--- src/rtl/isd_pkg.sv ---
// Constants, register map and state codes for input source type detection
package isd_pkg;

  // Register port geometry
  localparam int ADDR_W = 4;
  localparam int DATA_W = 8;

  // Register offsets
  localparam logic [3:0] REG_CTRL  = 4'h0;
  localparam logic [3:0] REG_ILIM  = 4'h1;
  localparam logic [3:0] REG_STAT  = 4'h2;
  localparam logic [3:0] REG_FLAG  = 4'h3;
  localparam logic [3:0] REG_PLUS  = 4'h4;
  localparam logic [3:0] REG_MINUS = 4'h5;
  localparam logic [3:0] REG_EFF   = 4'h6;

  // Control register fields
  localparam int CTRL_AUTO   = 0;
  localparam int CTRL_CLAMP  = 1;
  localparam int CTRL_HVEN   = 2;
  localparam int CTRL_REQ9   = 3;
  localparam int CTRL_REQ12  = 4;
  localparam int CTRL_OPTIM  = 5;
  localparam int CTRL_PPMASK = 6;
  localparam int CTRL_LDMASK = 7;
  localparam logic [7:0] CTRL_RESET = 8'h03;

  // Status and flag fields
  localparam int STAT_PG     = 0;
  localparam int STAT_PPDONE = 1;
  localparam int STAT_LDSTAT = 2;
  localparam int STAT_TYPE   = 4;
  localparam int FLAG_PP     = 0;
  localparam int FLAG_LD     = 1;

  // Current limits in 50 mA steps
  localparam logic [7:0] ILIM_SDP   = 8'h0A;
  localparam logic [7:0] ILIM_CDP   = 8'h1E;
  localparam logic [7:0] ILIM_DCP   = 8'h41;
  localparam logic [7:0] ILIM_HV    = 8'h1E;
  localparam logic [7:0] ILIM_UNK   = 8'h3C;
  localparam logic [7:0] ILIM_DIV1  = 8'h2A;
  localparam logic [7:0] ILIM_DIV2  = 8'h28;
  localparam logic [7:0] ILIM_DIV3  = 8'h14;
  localparam logic [7:0] ILIM_DIV4  = 8'h30;
  localparam logic [7:0] ILIM_RESET = 8'h3C;
  localparam logic [7:0] ILIM_MIN   = 8'h02;

  // Source type codes
  localparam logic [3:0] TYPE_NONE = 4'h0;
  localparam logic [3:0] TYPE_SDP  = 4'h1;
  localparam logic [3:0] TYPE_CDP  = 4'h2;
  localparam logic [3:0] TYPE_DCP  = 4'h3;
  localparam logic [3:0] TYPE_HV   = 4'h4;
  localparam logic [3:0] TYPE_UNK  = 4'h5;
  localparam logic [3:0] TYPE_NSTD = 4'h6;

  // Line drive level codes
  localparam logic [2:0] DRV_HIZ   = 3'h0;
  localparam logic [2:0] DRV_0V0   = 3'h1;
  localparam logic [2:0] DRV_0V6   = 3'h2;
  localparam logic [2:0] DRV_1V2   = 3'h3;
  localparam logic [2:0] DRV_2V0   = 3'h4;
  localparam logic [2:0] DRV_2V7   = 3'h5;
  localparam logic [2:0] DRV_3V3   = 3'h6;
  localparam logic [2:0] DRV_SHORT = 3'h7;

  // Timing
  localparam int CLK_MHZ         = 100;
  localparam int SETTLE_US       = 40;
  localparam int SETTLE_CYC      = SETTLE_US * CLK_MHZ;
  localparam int DCD_TMO_MS      = 600;
  localparam int DCD_TMO_CYC     = DCD_TMO_MS * 1000 * CLK_MHZ;
  localparam int HV_TMO_MS       = 1500;
  localparam int HV_TMO_CYC      = HV_TMO_MS * 1000 * CLK_MHZ;
  localparam int SWITCH_DLY_MS   = 30;
  localparam int SWITCH_DLY_CYC  = SWITCH_DLY_MS * 1000 * CLK_MHZ;

  // Sequencer states
  typedef enum logic [7:0] {
    S_IDLE = 8'h01,
    S_DCD  = 8'h02,
    S_PRIM = 8'h04,
    S_DIV  = 8'h08,
    S_SEC  = 8'h10,
    S_HV12 = 8'h20,
    S_HV9  = 8'h40,
    S_WAIT = 8'h80
  } isd_state_e;

endpackage

--- src/rtl/isd_detect.sv ---
// Input source type detection sequencer with its register file
//
// Functional notes
// - Detection waits until source qualification reports power good.
// - After qualification, detection starts only with auto detect enabled (reset on).
// - Auto detect off skips detection and leaves the current limit untouched.
// - Effective limit is min of register and pin clamp when clamp enabled.
// - Detection results and the reset default, at power good rise, are held to the pin clamp when clamp enabled.
// - Host may rewrite the current limit after detection; it takes effect.
// - Stages run contact detect, primary, secondary, then high voltage.
// - Primary runs BC1.2 classification first, then non-standard divider check.
// - Divider limits: one 2.1 A, two 2 A, three 1 A, four 2.4 A.
// - Secondary stage splits charging ports into downstream or dedicated.
// - BC1.2 done sets status; unmasked also sets flag and pulses interrupt.
// - High voltage handshake needs probe enable and a 9 V or 12 V request.
// - With both requests set, 12 V is tried before 9 V.
// - Detection end clears line status; unmasked sets flag and pulses interrupt.
// - Type codes: SDP 1, CDP 2, DCP 3, HV 4, unknown 5, divider 6.
// - Limits: SDP 500 mA, CDP 1.5 A, DCP 3.25 A, HV 1.5 A, unknown 3 A.
// - HV port first gets DCP limit, then 1.5 A after handshake completes.
// - Host selects plus and minus line drive levels through two registers.
// - Drive level writes are dropped while attached and detection runs.
// - Detection and drive levels act only for the first alternate input.
// - Converter switching starts a fixed 30 ms after detection completes.
`timescale 1ns/1ps
module isd_detect #(
  parameter int unsigned DCD_TMO    = isd_pkg::DCD_TMO_CYC,
  parameter int unsigned HV_TMO     = isd_pkg::HV_TMO_CYC,
  parameter int unsigned SWITCH_DLY = isd_pkg::SWITCH_DLY_CYC
) (
  // Clock and reset
  input  wire logic       CLK,
  input  wire logic       ARST_N,
  // Register port
  input  wire logic [3:0] ADDR,
  input  wire logic [7:0] WDATA,
  input  wire logic       WR,
  input  wire logic       RD,
  output logic      [7:0] RDATA,
  // Analog front end and qualification, asynchronous
  input  wire logic       SRC_QUAL_OK,
  input  wire logic       ATTACH,
  input  wire logic       FIRST_ALT_INPUT,
  input  wire logic       CONTACT_CMP,
  input  wire logic       PRIM_CMP,
  input  wire logic       SEC_CMP,
  input  wire logic       HV_ACK,
  input  wire logic [2:0] DIV_CODE,
  // Pin clamp from the converter ADC, same clock
  input  wire logic [7:0] CLAMP_CODE,
  // Outputs
  output logic      [2:0] PLUS_DRIVE,
  output logic      [2:0] MINUS_DRIVE,
  output logic      [7:0] EFF_LIMIT,
  output logic            SWITCH_EN,
  output logic            INT_PULSE
);

  localparam int NPIN = 10;

  // Three-stage synchronisers; a change counts when stages two and three agree
  logic [NPIN-1:0] pin_raw;
  logic [NPIN-1:0] sync1;
  logic [NPIN-1:0] sync2;
  logic [NPIN-1:0] sync3;
  logic [NPIN-1:0] pin_q;
  assign pin_raw = {DIV_CODE, HV_ACK, SEC_CMP, PRIM_CMP, CONTACT_CMP,
                    FIRST_ALT_INPUT, ATTACH, SRC_QUAL_OK};

  genvar gi;
  generate
    for (gi = 0; gi < NPIN; gi++) begin : g_sync
      always_ff @(posedge CLK or negedge ARST_N) begin
        if (!ARST_N) begin
          sync1[gi] <= 1'b0;
          sync2[gi] <= 1'b0;
          sync3[gi] <= 1'b0;
          pin_q[gi] <= 1'b0;
        end else begin
          sync1[gi] <= pin_raw[gi];
          sync2[gi] <= sync1[gi];
          sync3[gi] <= sync2[gi];
          if (sync2[gi] == sync3[gi]) begin
            pin_q[gi] <= sync3[gi];
          end
        end
      end
    end
  endgenerate

  wire       pg_q      = pin_q[0];
  wire       att_q     = pin_q[1];
  wire       first_q   = pin_q[2];
  wire       contact_q = pin_q[3];
  wire       prim_q    = pin_q[4];
  wire       sec_q     = pin_q[5];
  wire       ack_q     = pin_q[6];
  wire [2:0] div_q     = pin_q[9:7];

  // Registers
  isd_pkg::isd_state_e state;
  isd_pkg::isd_state_e next_state;
  logic [7:0]  ctrl;
  logic [7:0]  ilim;
  logic [3:0]  src_type;
  logic        pp_status;
  logic        ld_status;
  logic [1:0]  flags;
  logic [2:0]  plus_lvl;
  logic [2:0]  minus_lvl;
  logic [31:0] cnt;
  logic        att_d;
  logic        pg_d;
  logic        pending;
  logic        dcd_tmo;

  wire auto_en  = ctrl[isd_pkg::CTRL_AUTO];
  wire clamp_en = ctrl[isd_pkg::CTRL_CLAMP];
  wire hv_en    = ctrl[isd_pkg::CTRL_HVEN];
  wire req9     = ctrl[isd_pkg::CTRL_REQ9];
  wire req12    = ctrl[isd_pkg::CTRL_REQ12];
  wire pp_mask  = ctrl[isd_pkg::CTRL_PPMASK];
  wire ld_mask  = ctrl[isd_pkg::CTRL_LDMASK];

  // Clamp never below the lowest legal limit
  wire [7:0] clamp = (CLAMP_CODE < isd_pkg::ILIM_MIN) ? isd_pkg::ILIM_MIN : CLAMP_CODE;

  // Input events
  wire attach_rise = att_q & ~att_d;
  wire pg_rise     = pg_q & ~pg_d;
  wire src_ok      = pg_q & att_q & first_q;

  // Timer compares
  wire settle_end = (cnt >= 32'(isd_pkg::SETTLE_CYC - 1));
  wire dcd_end    = (cnt >= DCD_TMO - 32'd1);
  wire hv_end     = (cnt >= HV_TMO - 32'd1);
  wire sw_end     = (cnt >= SWITCH_DLY - 32'd1);
  wire hv_allowed = hv_en & (req9 | req12);

  // Sequencer decisions
  logic       res_we;
  logic [3:0] res_type;
  logic [7:0] res_ilim;
  logic       bc_evt;
  logic       end_evt;
  logic       skip_evt;

  always_comb begin
    next_state = state;
    res_we     = 1'b0;
    res_type   = src_type;
    res_ilim   = ilim;
    bc_evt     = 1'b0;
    end_evt    = 1'b0;
    skip_evt   = 1'b0;
    unique case (state)
      isd_pkg::S_IDLE: begin
        if (pending && src_ok && auto_en) begin
          next_state = isd_pkg::S_DCD;
        end else if (pending && src_ok) begin
          skip_evt   = 1'b1;
          next_state = isd_pkg::S_WAIT;
        end
      end
      isd_pkg::S_DCD: begin
        if (contact_q || dcd_end) begin
          next_state = isd_pkg::S_PRIM;
        end
      end
      isd_pkg::S_PRIM: begin
        if (settle_end) begin
          next_state = prim_q ? isd_pkg::S_SEC : isd_pkg::S_DIV;
        end
      end
      isd_pkg::S_DIV: begin
        if (settle_end) begin
          res_we     = 1'b1;
          bc_evt     = 1'b1;
          end_evt    = 1'b1;
          next_state = isd_pkg::S_WAIT;
          unique case (div_q)
            3'h1: begin res_type = isd_pkg::TYPE_NSTD; res_ilim = isd_pkg::ILIM_DIV1; end
            3'h2: begin res_type = isd_pkg::TYPE_NSTD; res_ilim = isd_pkg::ILIM_DIV2; end
            3'h3: begin res_type = isd_pkg::TYPE_NSTD; res_ilim = isd_pkg::ILIM_DIV3; end
            3'h4: begin res_type = isd_pkg::TYPE_NSTD; res_ilim = isd_pkg::ILIM_DIV4; end
            default: begin
              res_type = dcd_tmo ? isd_pkg::TYPE_UNK : isd_pkg::TYPE_SDP;
              res_ilim = dcd_tmo ? isd_pkg::ILIM_UNK : isd_pkg::ILIM_SDP;
            end
          endcase
        end
      end
      isd_pkg::S_SEC: begin
        if (settle_end) begin
          res_we   = 1'b1;
          bc_evt   = 1'b1;
          res_type = sec_q ? isd_pkg::TYPE_DCP : isd_pkg::TYPE_CDP;
          res_ilim = sec_q ? isd_pkg::ILIM_DCP : isd_pkg::ILIM_CDP;
          if (sec_q && hv_allowed) begin
            next_state = req12 ? isd_pkg::S_HV12 : isd_pkg::S_HV9;
          end else begin
            end_evt    = 1'b1;
            next_state = isd_pkg::S_WAIT;
          end
        end
      end
      isd_pkg::S_HV12, isd_pkg::S_HV9: begin
        if (ack_q) begin
          res_we     = 1'b1;
          res_type   = isd_pkg::TYPE_HV;
          res_ilim   = isd_pkg::ILIM_HV;
          end_evt    = 1'b1;
          next_state = isd_pkg::S_WAIT;
        end else if (hv_end && state == isd_pkg::S_HV12 && req9) begin
          next_state = isd_pkg::S_HV9;
        end else if (hv_end) begin
          end_evt    = 1'b1;
          next_state = isd_pkg::S_WAIT;
        end
      end
      isd_pkg::S_WAIT: begin
        if (sw_end) begin
          next_state = isd_pkg::S_IDLE;
        end
      end
    endcase
    // New plug-in restarts everything; unplug or lost power good aborts
    if (attach_rise && src_ok && auto_en) begin
      next_state = isd_pkg::S_DCD;
    end else if (!src_ok && !state[0]) begin
      next_state = isd_pkg::S_IDLE;
    end
  end

  wire enter_dcd = (next_state == isd_pkg::S_DCD) && (state != isd_pkg::S_DCD);

  // Sequencer state, timer and edge history
  always_ff @(posedge CLK or negedge ARST_N) begin
    if (!ARST_N) begin
      state <= isd_pkg::S_IDLE;
      cnt   <= 32'h0000_0000;
      att_d <= 1'b0;
      pg_d  <= 1'b0;
    end else begin
      state <= next_state;
      cnt   <= (next_state != state || enter_dcd) ? 32'h0000_0000 : cnt + 32'h0000_0001;
      att_d <= att_q;
      pg_d  <= pg_q;
    end
  end

  // Pending start; lost contact time-out remembered for unknown adapters
  always_ff @(posedge CLK or negedge ARST_N) begin
    if (!ARST_N) begin
      pending <= 1'b0;
      dcd_tmo <= 1'b0;
    end else begin
      // A start must consume the plug-in, or the same adapter is probed again
      if (enter_dcd || skip_evt || !att_q) begin
        pending <= 1'b0;
      end else if (attach_rise) begin
        pending <= 1'b1;
      end
      if (enter_dcd) begin
        dcd_tmo <= 1'b0;
      end else if (state == isd_pkg::S_DCD && !contact_q && dcd_end) begin
        dcd_tmo <= 1'b1;
      end
    end
  end

  // Register write decode
  wire wr_ctrl  = WR && (ADDR == isd_pkg::REG_CTRL);
  wire wr_ilim  = WR && (ADDR == isd_pkg::REG_ILIM);
  wire lvl_lock = att_q && ld_status;
  wire wr_plus  = WR && (ADDR == isd_pkg::REG_PLUS) && !lvl_lock;
  wire wr_minus = WR && (ADDR == isd_pkg::REG_MINUS) && !lvl_lock;
  wire rd_flag  = RD && (ADDR == isd_pkg::REG_FLAG);
  // Minus line has no 0 V or short setting; such codes fall back to open
  wire minus_ok = (WDATA[2:0] >= isd_pkg::DRV_0V6) && (WDATA[2:0] <= isd_pkg::DRV_3V3);
  wire [7:0] host_ilim = (clamp_en && WDATA > clamp) ? clamp : WDATA;
  wire [7:0] det_ilim  = (clamp_en && res_ilim > clamp) ? clamp : res_ilim;
  wire [7:0] pg_ilim   = (clamp_en && ilim > clamp) ? clamp : ilim;

  // Control and level registers
  always_ff @(posedge CLK or negedge ARST_N) begin
    if (!ARST_N) begin
      ctrl      <= isd_pkg::CTRL_RESET;
      plus_lvl  <= isd_pkg::DRV_HIZ;
      minus_lvl <= isd_pkg::DRV_HIZ;
    end else begin
      if (wr_ctrl) begin
        ctrl <= WDATA;
      end
      if (wr_plus) begin
        plus_lvl <= WDATA[2:0];
      end
      if (wr_minus) begin
        minus_lvl <= minus_ok ? WDATA[2:0] : isd_pkg::DRV_HIZ;
      end
    end
  end

  // Limit and type; detection results win over a same-cycle host write
  always_ff @(posedge CLK or negedge ARST_N) begin
    if (!ARST_N) begin
      ilim     <= isd_pkg::ILIM_RESET;
      src_type <= isd_pkg::TYPE_NONE;
    end else begin
      if (res_we) begin
        ilim     <= det_ilim;
        src_type <= res_type;
      end else if (wr_ilim) begin
        ilim <= host_ilim;
      end else if (pg_rise) begin
        ilim <= pg_ilim;
      end
    end
  end

  // Status, sticky flags and interrupt pulse; a set beats a read clear
  wire pp_set = bc_evt && !pp_mask;
  wire ld_set = end_evt && !ld_mask;

  always_ff @(posedge CLK or negedge ARST_N) begin
    if (!ARST_N) begin
      pp_status <= 1'b0;
      ld_status <= 1'b0;
      flags     <= 2'h0;
      INT_PULSE <= 1'b0;
    end else begin
      if (bc_evt) begin
        pp_status <= 1'b1;
      end else if (enter_dcd) begin
        pp_status <= 1'b0;
      end
      if (enter_dcd) begin
        ld_status <= 1'b1;
      end else if (end_evt || next_state == isd_pkg::S_IDLE) begin
        ld_status <= 1'b0;
      end
      flags[isd_pkg::FLAG_PP] <= pp_set | (flags[isd_pkg::FLAG_PP] & ~rd_flag);
      flags[isd_pkg::FLAG_LD] <= ld_set | (flags[isd_pkg::FLAG_LD] & ~rd_flag);
      INT_PULSE <= pp_set | ld_set;
    end
  end

  // Line drive: probe levels during stages, host levels otherwise; both open when not on the first alternate input
  logic [2:0] next_plus;
  logic [2:0] next_minus;
  always_comb begin
    next_plus  = plus_lvl;
    next_minus = minus_lvl;
    unique case (state)
      isd_pkg::S_DCD:  begin next_plus = isd_pkg::DRV_0V6; next_minus = isd_pkg::DRV_HIZ; end
      isd_pkg::S_PRIM: begin next_plus = isd_pkg::DRV_0V6; next_minus = isd_pkg::DRV_HIZ; end
      isd_pkg::S_DIV:  begin next_plus = isd_pkg::DRV_HIZ; next_minus = isd_pkg::DRV_HIZ; end
      isd_pkg::S_SEC:  begin next_plus = isd_pkg::DRV_HIZ; next_minus = isd_pkg::DRV_0V6; end
      isd_pkg::S_HV12: begin next_plus = isd_pkg::DRV_0V6; next_minus = isd_pkg::DRV_0V6; end
      isd_pkg::S_HV9:  begin next_plus = isd_pkg::DRV_3V3; next_minus = isd_pkg::DRV_0V6; end
      default:         begin next_plus = plus_lvl;          next_minus = minus_lvl;        end
    endcase
    if (!first_q) begin
      next_plus  = isd_pkg::DRV_HIZ;
      next_minus = isd_pkg::DRV_HIZ;
    end
  end

  // Read mux; unmapped offsets read zero
  logic [7:0] rd_mux;
  wire  [7:0] stat_word = {src_type, 1'b0, ld_status, pp_status, pg_q};
  // Limit in force is the lower of register and clamp when clamp enabled, else the register
  wire  [7:0] eff = (clamp_en && ilim > clamp) ? clamp : ilim;
  always_comb begin
    unique case (ADDR)
      isd_pkg::REG_CTRL:  rd_mux = ctrl;
      isd_pkg::REG_ILIM:  rd_mux = ilim;
      isd_pkg::REG_STAT:  rd_mux = stat_word;
      isd_pkg::REG_FLAG:  rd_mux = {6'h00, flags};
      isd_pkg::REG_PLUS:  rd_mux = {5'h00, plus_lvl};
      isd_pkg::REG_MINUS: rd_mux = {5'h00, minus_lvl};
      isd_pkg::REG_EFF:   rd_mux = eff;
      default:            rd_mux = 8'h00;
    endcase
  end

  // Output flops; converter only runs after the post-detection delay
  always_ff @(posedge CLK or negedge ARST_N) begin
    if (!ARST_N) begin
      RDATA       <= 8'h00;
      PLUS_DRIVE  <= isd_pkg::DRV_HIZ;
      MINUS_DRIVE <= isd_pkg::DRV_HIZ;
      EFF_LIMIT   <= isd_pkg::ILIM_RESET;
      SWITCH_EN   <= 1'b0;
    end else begin
      RDATA       <= RD ? rd_mux : 8'h00;
      PLUS_DRIVE  <= next_plus;
      MINUS_DRIVE <= next_minus;
      EFF_LIMIT   <= eff;
      if (!src_ok || enter_dcd) begin
        SWITCH_EN <= 1'b0;
      end else if (state == isd_pkg::S_WAIT && sw_end) begin
        SWITCH_EN <= 1'b1;
      end
    end
  end
endmodule

--- config.mk ---
export PLATFORM = sky130hd
export DESIGN_NAME = isd_detect
export DESIGN_NICKNAME = d
export VERILOG_FILES = /design/src/rtl/isd_pkg.sv /design/src/rtl/isd_detect.sv
export SDC_FILE = /design/constraint.sdc
export NUM_CORES = 1
export LEC_CHECK = 0
export ABC_CLOCK_PERIOD_IN_PS = 11600
export BUFFER_PORTS_ARGS = -buffer_cell sky130_fd_sc_hd__clkbuf_2
export CORE_UTILIZATION = 60
export DETAILED_ROUTE_END_ITERATION = 16
export GPL_TIMING_DRIVEN = 0
export PLACE_DENSITY = 0.88
export SYNTH_ARGS = -nofsm -noshare
export SYNTH_HDL_FRONTEND = slang
export SYNTH_SLANG_ARGS = --single-unit
--- constraint.sdc ---
create_clock -name CLK -period 11.6 [get_ports CLK]
set_input_delay 0.58 -clock CLK [delete_from_list [all_inputs] [get_ports CLK]]
set_output_delay 0.58 -clock CLK [all_outputs]
set_load 0.005 [all_outputs]
==> impl_metrics.ini <==
[timing]
final.setup.tns_ns = 0
finalCriticalPeriod_ns = 5.24
clock_skew_ns = 0.00696
maxSlewHeadroom_pct = 12.7
tightest_slew_ns = 1.28
grt_setup_unrepaired = no
setup_slack_ns = 6.36
setup_violations = 0
fin_crit_sh_pct = 45.1
finalMaxSlewViolations = 0
fmax_ghz = 0.191
report.final.hold_viol_count = 0

[global_routing]
grt_pass1_wl_um = 32600
antenna_found_initial = 0
globalRoute.totalOverflow = 0
grt.total_usage_pct = 30.1
grt_max_degree = 91
grt_pass1_vias = 6388

[synth]
postSynthAreaPerCell_um2 = 9.86
synthTopCellsByArea = dfrtp_1, ha_1, nor2_4, dfstp_2, nand2_1
yosys_warnings = 0
async_flop_share_pct = 100
yosysTopAreaCell = dfrtp_1
ys.flop_type = dfrtp_1
yosys-top-cells-count = dfrtp_1, nand2_1, nor2_1
synthCells = 819
yosysMostFrequentCell = dfrtp_1
synth_seq_cells = 137
yosysTopAreaCellShare_pct = 39.0
netlist_area_um2 = 8080
synth.distinct_cells = 84
synth_edf_count = 0
synth_seq_area_share_pct = 42.6
synth_nets = 878

[cts]
htree_levels = 4
clkTransAtPathRegs_ns = 0.06
clock-sinks = 137
cts_tree = built
post_cts_buffers = 0
clkLatencyLatePin_ns = 0.43
ctsResizeCount = 0
numCtsBuffers = 17
cts_buffer_depth = 2
cts_root_buffer = clkbuf_16
ctsHoldBuffers = 0

[placed_design]
post-place-ws_ns = 6.55
dp_hpwl_um = 14300
dpl_cell_area_um2 = 8600
numPortBuffers = 54
gp_congestion = 0.984

[power_and_ir_drop]
power_leakage_nw = 3.95
ir_drop_mv = 0.269
powerDensity_nw_per_um2 = 178

[floorplanning]
coreArea_um2 = 13200
die_h_um = 118
pin_count = 58
rows = 42
fp.dieW_um = 118
dieArea_um2 = 13900
start_util_pct = 61.2

[critical_path]
worstPathArrival_ns = 5.50
cp_slowest_cell = a211oi_1
ff2ff_setup_slack_ns = 6.36
critical_path_class = reg2reg
crit_buf_inv = 2
cp_cell_sequence = nor3_2 -> o211ai_1 -> nor3_1 -> nor2_1 -> a211oi_1 -> clkbuf_1 -> o21ai_0 -> ha_1 -> nor2b_1 -> o21ai_0 -> nand2b_1 -> o221a_2 -> clkbuf_1 -> nor2_1 -> o21ai_0 -> o311ai_0
critPathMaxStageDelay_ns = 0.88
cp-end-kind = register
critical_path.max_fanout = 10
crit_required_ns = 11.86
cp-start-kind = register
path_common_cell = o21ai_0
crit_family = compound AO/OA/AOI/OAI gates

[finish]
fin_area_um2 = 9200
drive_above_1_share_pct = 19.9
final_nets = 952
antennaDiodeCount = 0
syn_to_final_growth_pct = 13.9

[run_status]
status = completed

[routing]
dr.pass1.iters = 6
wl_um = 19700
viasPerCell = 6.28
drtAntennaViolNets = 0
drc = 0
drt_iter0_drc = 769
via_count = 6787
post_drt_wl_per_cell_um = 18.3

[run]
max-cap-violations = 0

[hold_path]
min_path_type = in2async
[final cells by class]
class | count | area, um^2
Multi-Input combinational cell | 611 | 4280
Inverter | 26 | 97.6
Timing Repair Buffer | 55 | 307
Clock buffer | 17 | 425
Sequential cell | 137 | 3440
Tap cell | 176 | 220
Buffer | 45 | 262
Clock inverter | 14 | 174
Fill cell | 974 | 3990
[final timing paths]
path	startpoint	end	depth (start not counted)
worst max register to register	state[2]$_DFF_PN0_	ilim[0]$_DFFE_PN0P_	16
max in group asynchronous	ARST_N	ctrl[1]$_DFFE_PN1P_	2
worst min register to register	sync1[9]$_DFF_PN0_	sync2[9]$_DFF_PN0_	0
min in group CLK	PRIM_CMP	sync1[4]$_DFF_PN0_	1
worst max-delay path	state[2]$_DFF_PN0_	ilim[0]$_DFFE_PN0P_	16
worst min-delay path	ARST_N	sync1[7]$_DFF_PN0_	1
[stage by stage]
| stage | instances | hold slack (ns) | total power [mW] | util, % |
|---|---|---|---|---|
| 6_report | 1081 | 0.0913 | 1.64 | 69.8 |
| 5_1_grt | 1081 | 0.124 | 1.71 | 69.8 |
| 4_1_cts | 1081 | 0.100 | 1.64 | 69.8 |
| 3_5_place_dp | 1050 | 0.336 | 1.09 | 65.2 |
| 3_3_place_gp | 1049 | 0.334 | 1.07 | 64.9 |
| 2_1_floorplan | 819 | 0.284 | 0.951 | - |
[sequential cells by signal (all words and copies together) (netlist names), 2 cells and up]
signal and flops:
src_type 3, PLUS_DRIVE 3, div_q 3, ilim 8, ctrl 8, RDATA 8
MINUS_DRIVE 3, sync3 10, EFF_LIMIT 8, plus_lvl 3, cnt 32, state 8
flags 2, sync1 10, minus_lvl 3, sync2 10
[worst reg2reg max path, stage by stage (launching register included)]
cell      delay (ns)
dfrtp_1         0.38
nor3_2          0.38
o211ai_1        0.28
nor3_1          0.55
nor2_1          0.16
a211oi_1        0.88
clkbuf_1        0.47
o21ai_0         0.19
ha_1            0.33
nor2b_1         0.13
o21ai_0         0.08
nand2b_1        0.08
o221a_2         0.19
clkbuf_1        0.43
nor2_1          0.13
o21ai_0         0.25
o311ai_0        0.16
[cell usage in the layout, fill, tap and decap left out, types with 5 or more instances in the layout]
cell       Yosys  layout
clkbuf_2       1      54
ha_1          25      25
a21o_1         8       8
inv_1         26      26
xor2_1        17      17
mux2_2        19      19
nand3_1       33      33
o211ai_1      11      11
maj3_1        10      10
dfrtp_1      126     126
nor4_1        14      14
nand4_1       24      24
and3_1        15      15
nor2b_1       19      19
o22ai_1        5       5
a211oi_1      11      11
dfstp_2       11      11
nor2_4        27      27
clkbuf_1      28      28
clkinv_4       0       5
a22oi_1        9       9
mux2i_1       21      21
buf_2          7       7
o21ai_0       40      40
o31ai_1        5       5
nand2_1       64      64
nand2b_1      10      10
nor2_1        57      57
a21oi_1       38      38
o21a_1         9       9
clkbuf_16      0      17
xnor2_1       19      19
nor3_1        16      16
[power breakdown]
| group | internal, mW | switching (mW) | total (mW) | leakage (nW) |
|---|---|---|---|---|
| Combinational | 0.199 | 0.285 | 0.483 | 1.93 |
| Sequential | 0.549 | 0.0587 | 0.608 | 1.73 |
| Clock | 0.338 | 0.209 | 0.547 | 0.293 |
| Total | 1.09 | 0.552 | 1.64 | 3.95 |
[logic make-up after synthesis]
| group | Yosys count | synth area share (%) |
|---|---|---|
| simple gates | 320 | 23.2 |
| compound gates | 179 | 15.2 |
| flops | 137 | 42.6 |
| buf+inv | 71 | 4.45 |
| mux | 41 | 5.53 |
| xor+xnor | 36 | 3.90 |
| fa+ha+maj | 35 | 5.11 |
[layer usage]
layer,up-vias,wire length [um],part of all wire (%),global-route usage [%]
met3,73,1720,8.7,6.35
met1,3177,7960,40,39.6
li1,3140,-,-,-
met4,0,890,4.5,14.9
met2,397,9170,46,47.1
met5,-,0,0,0
Power figures use the tool's default switching activity.
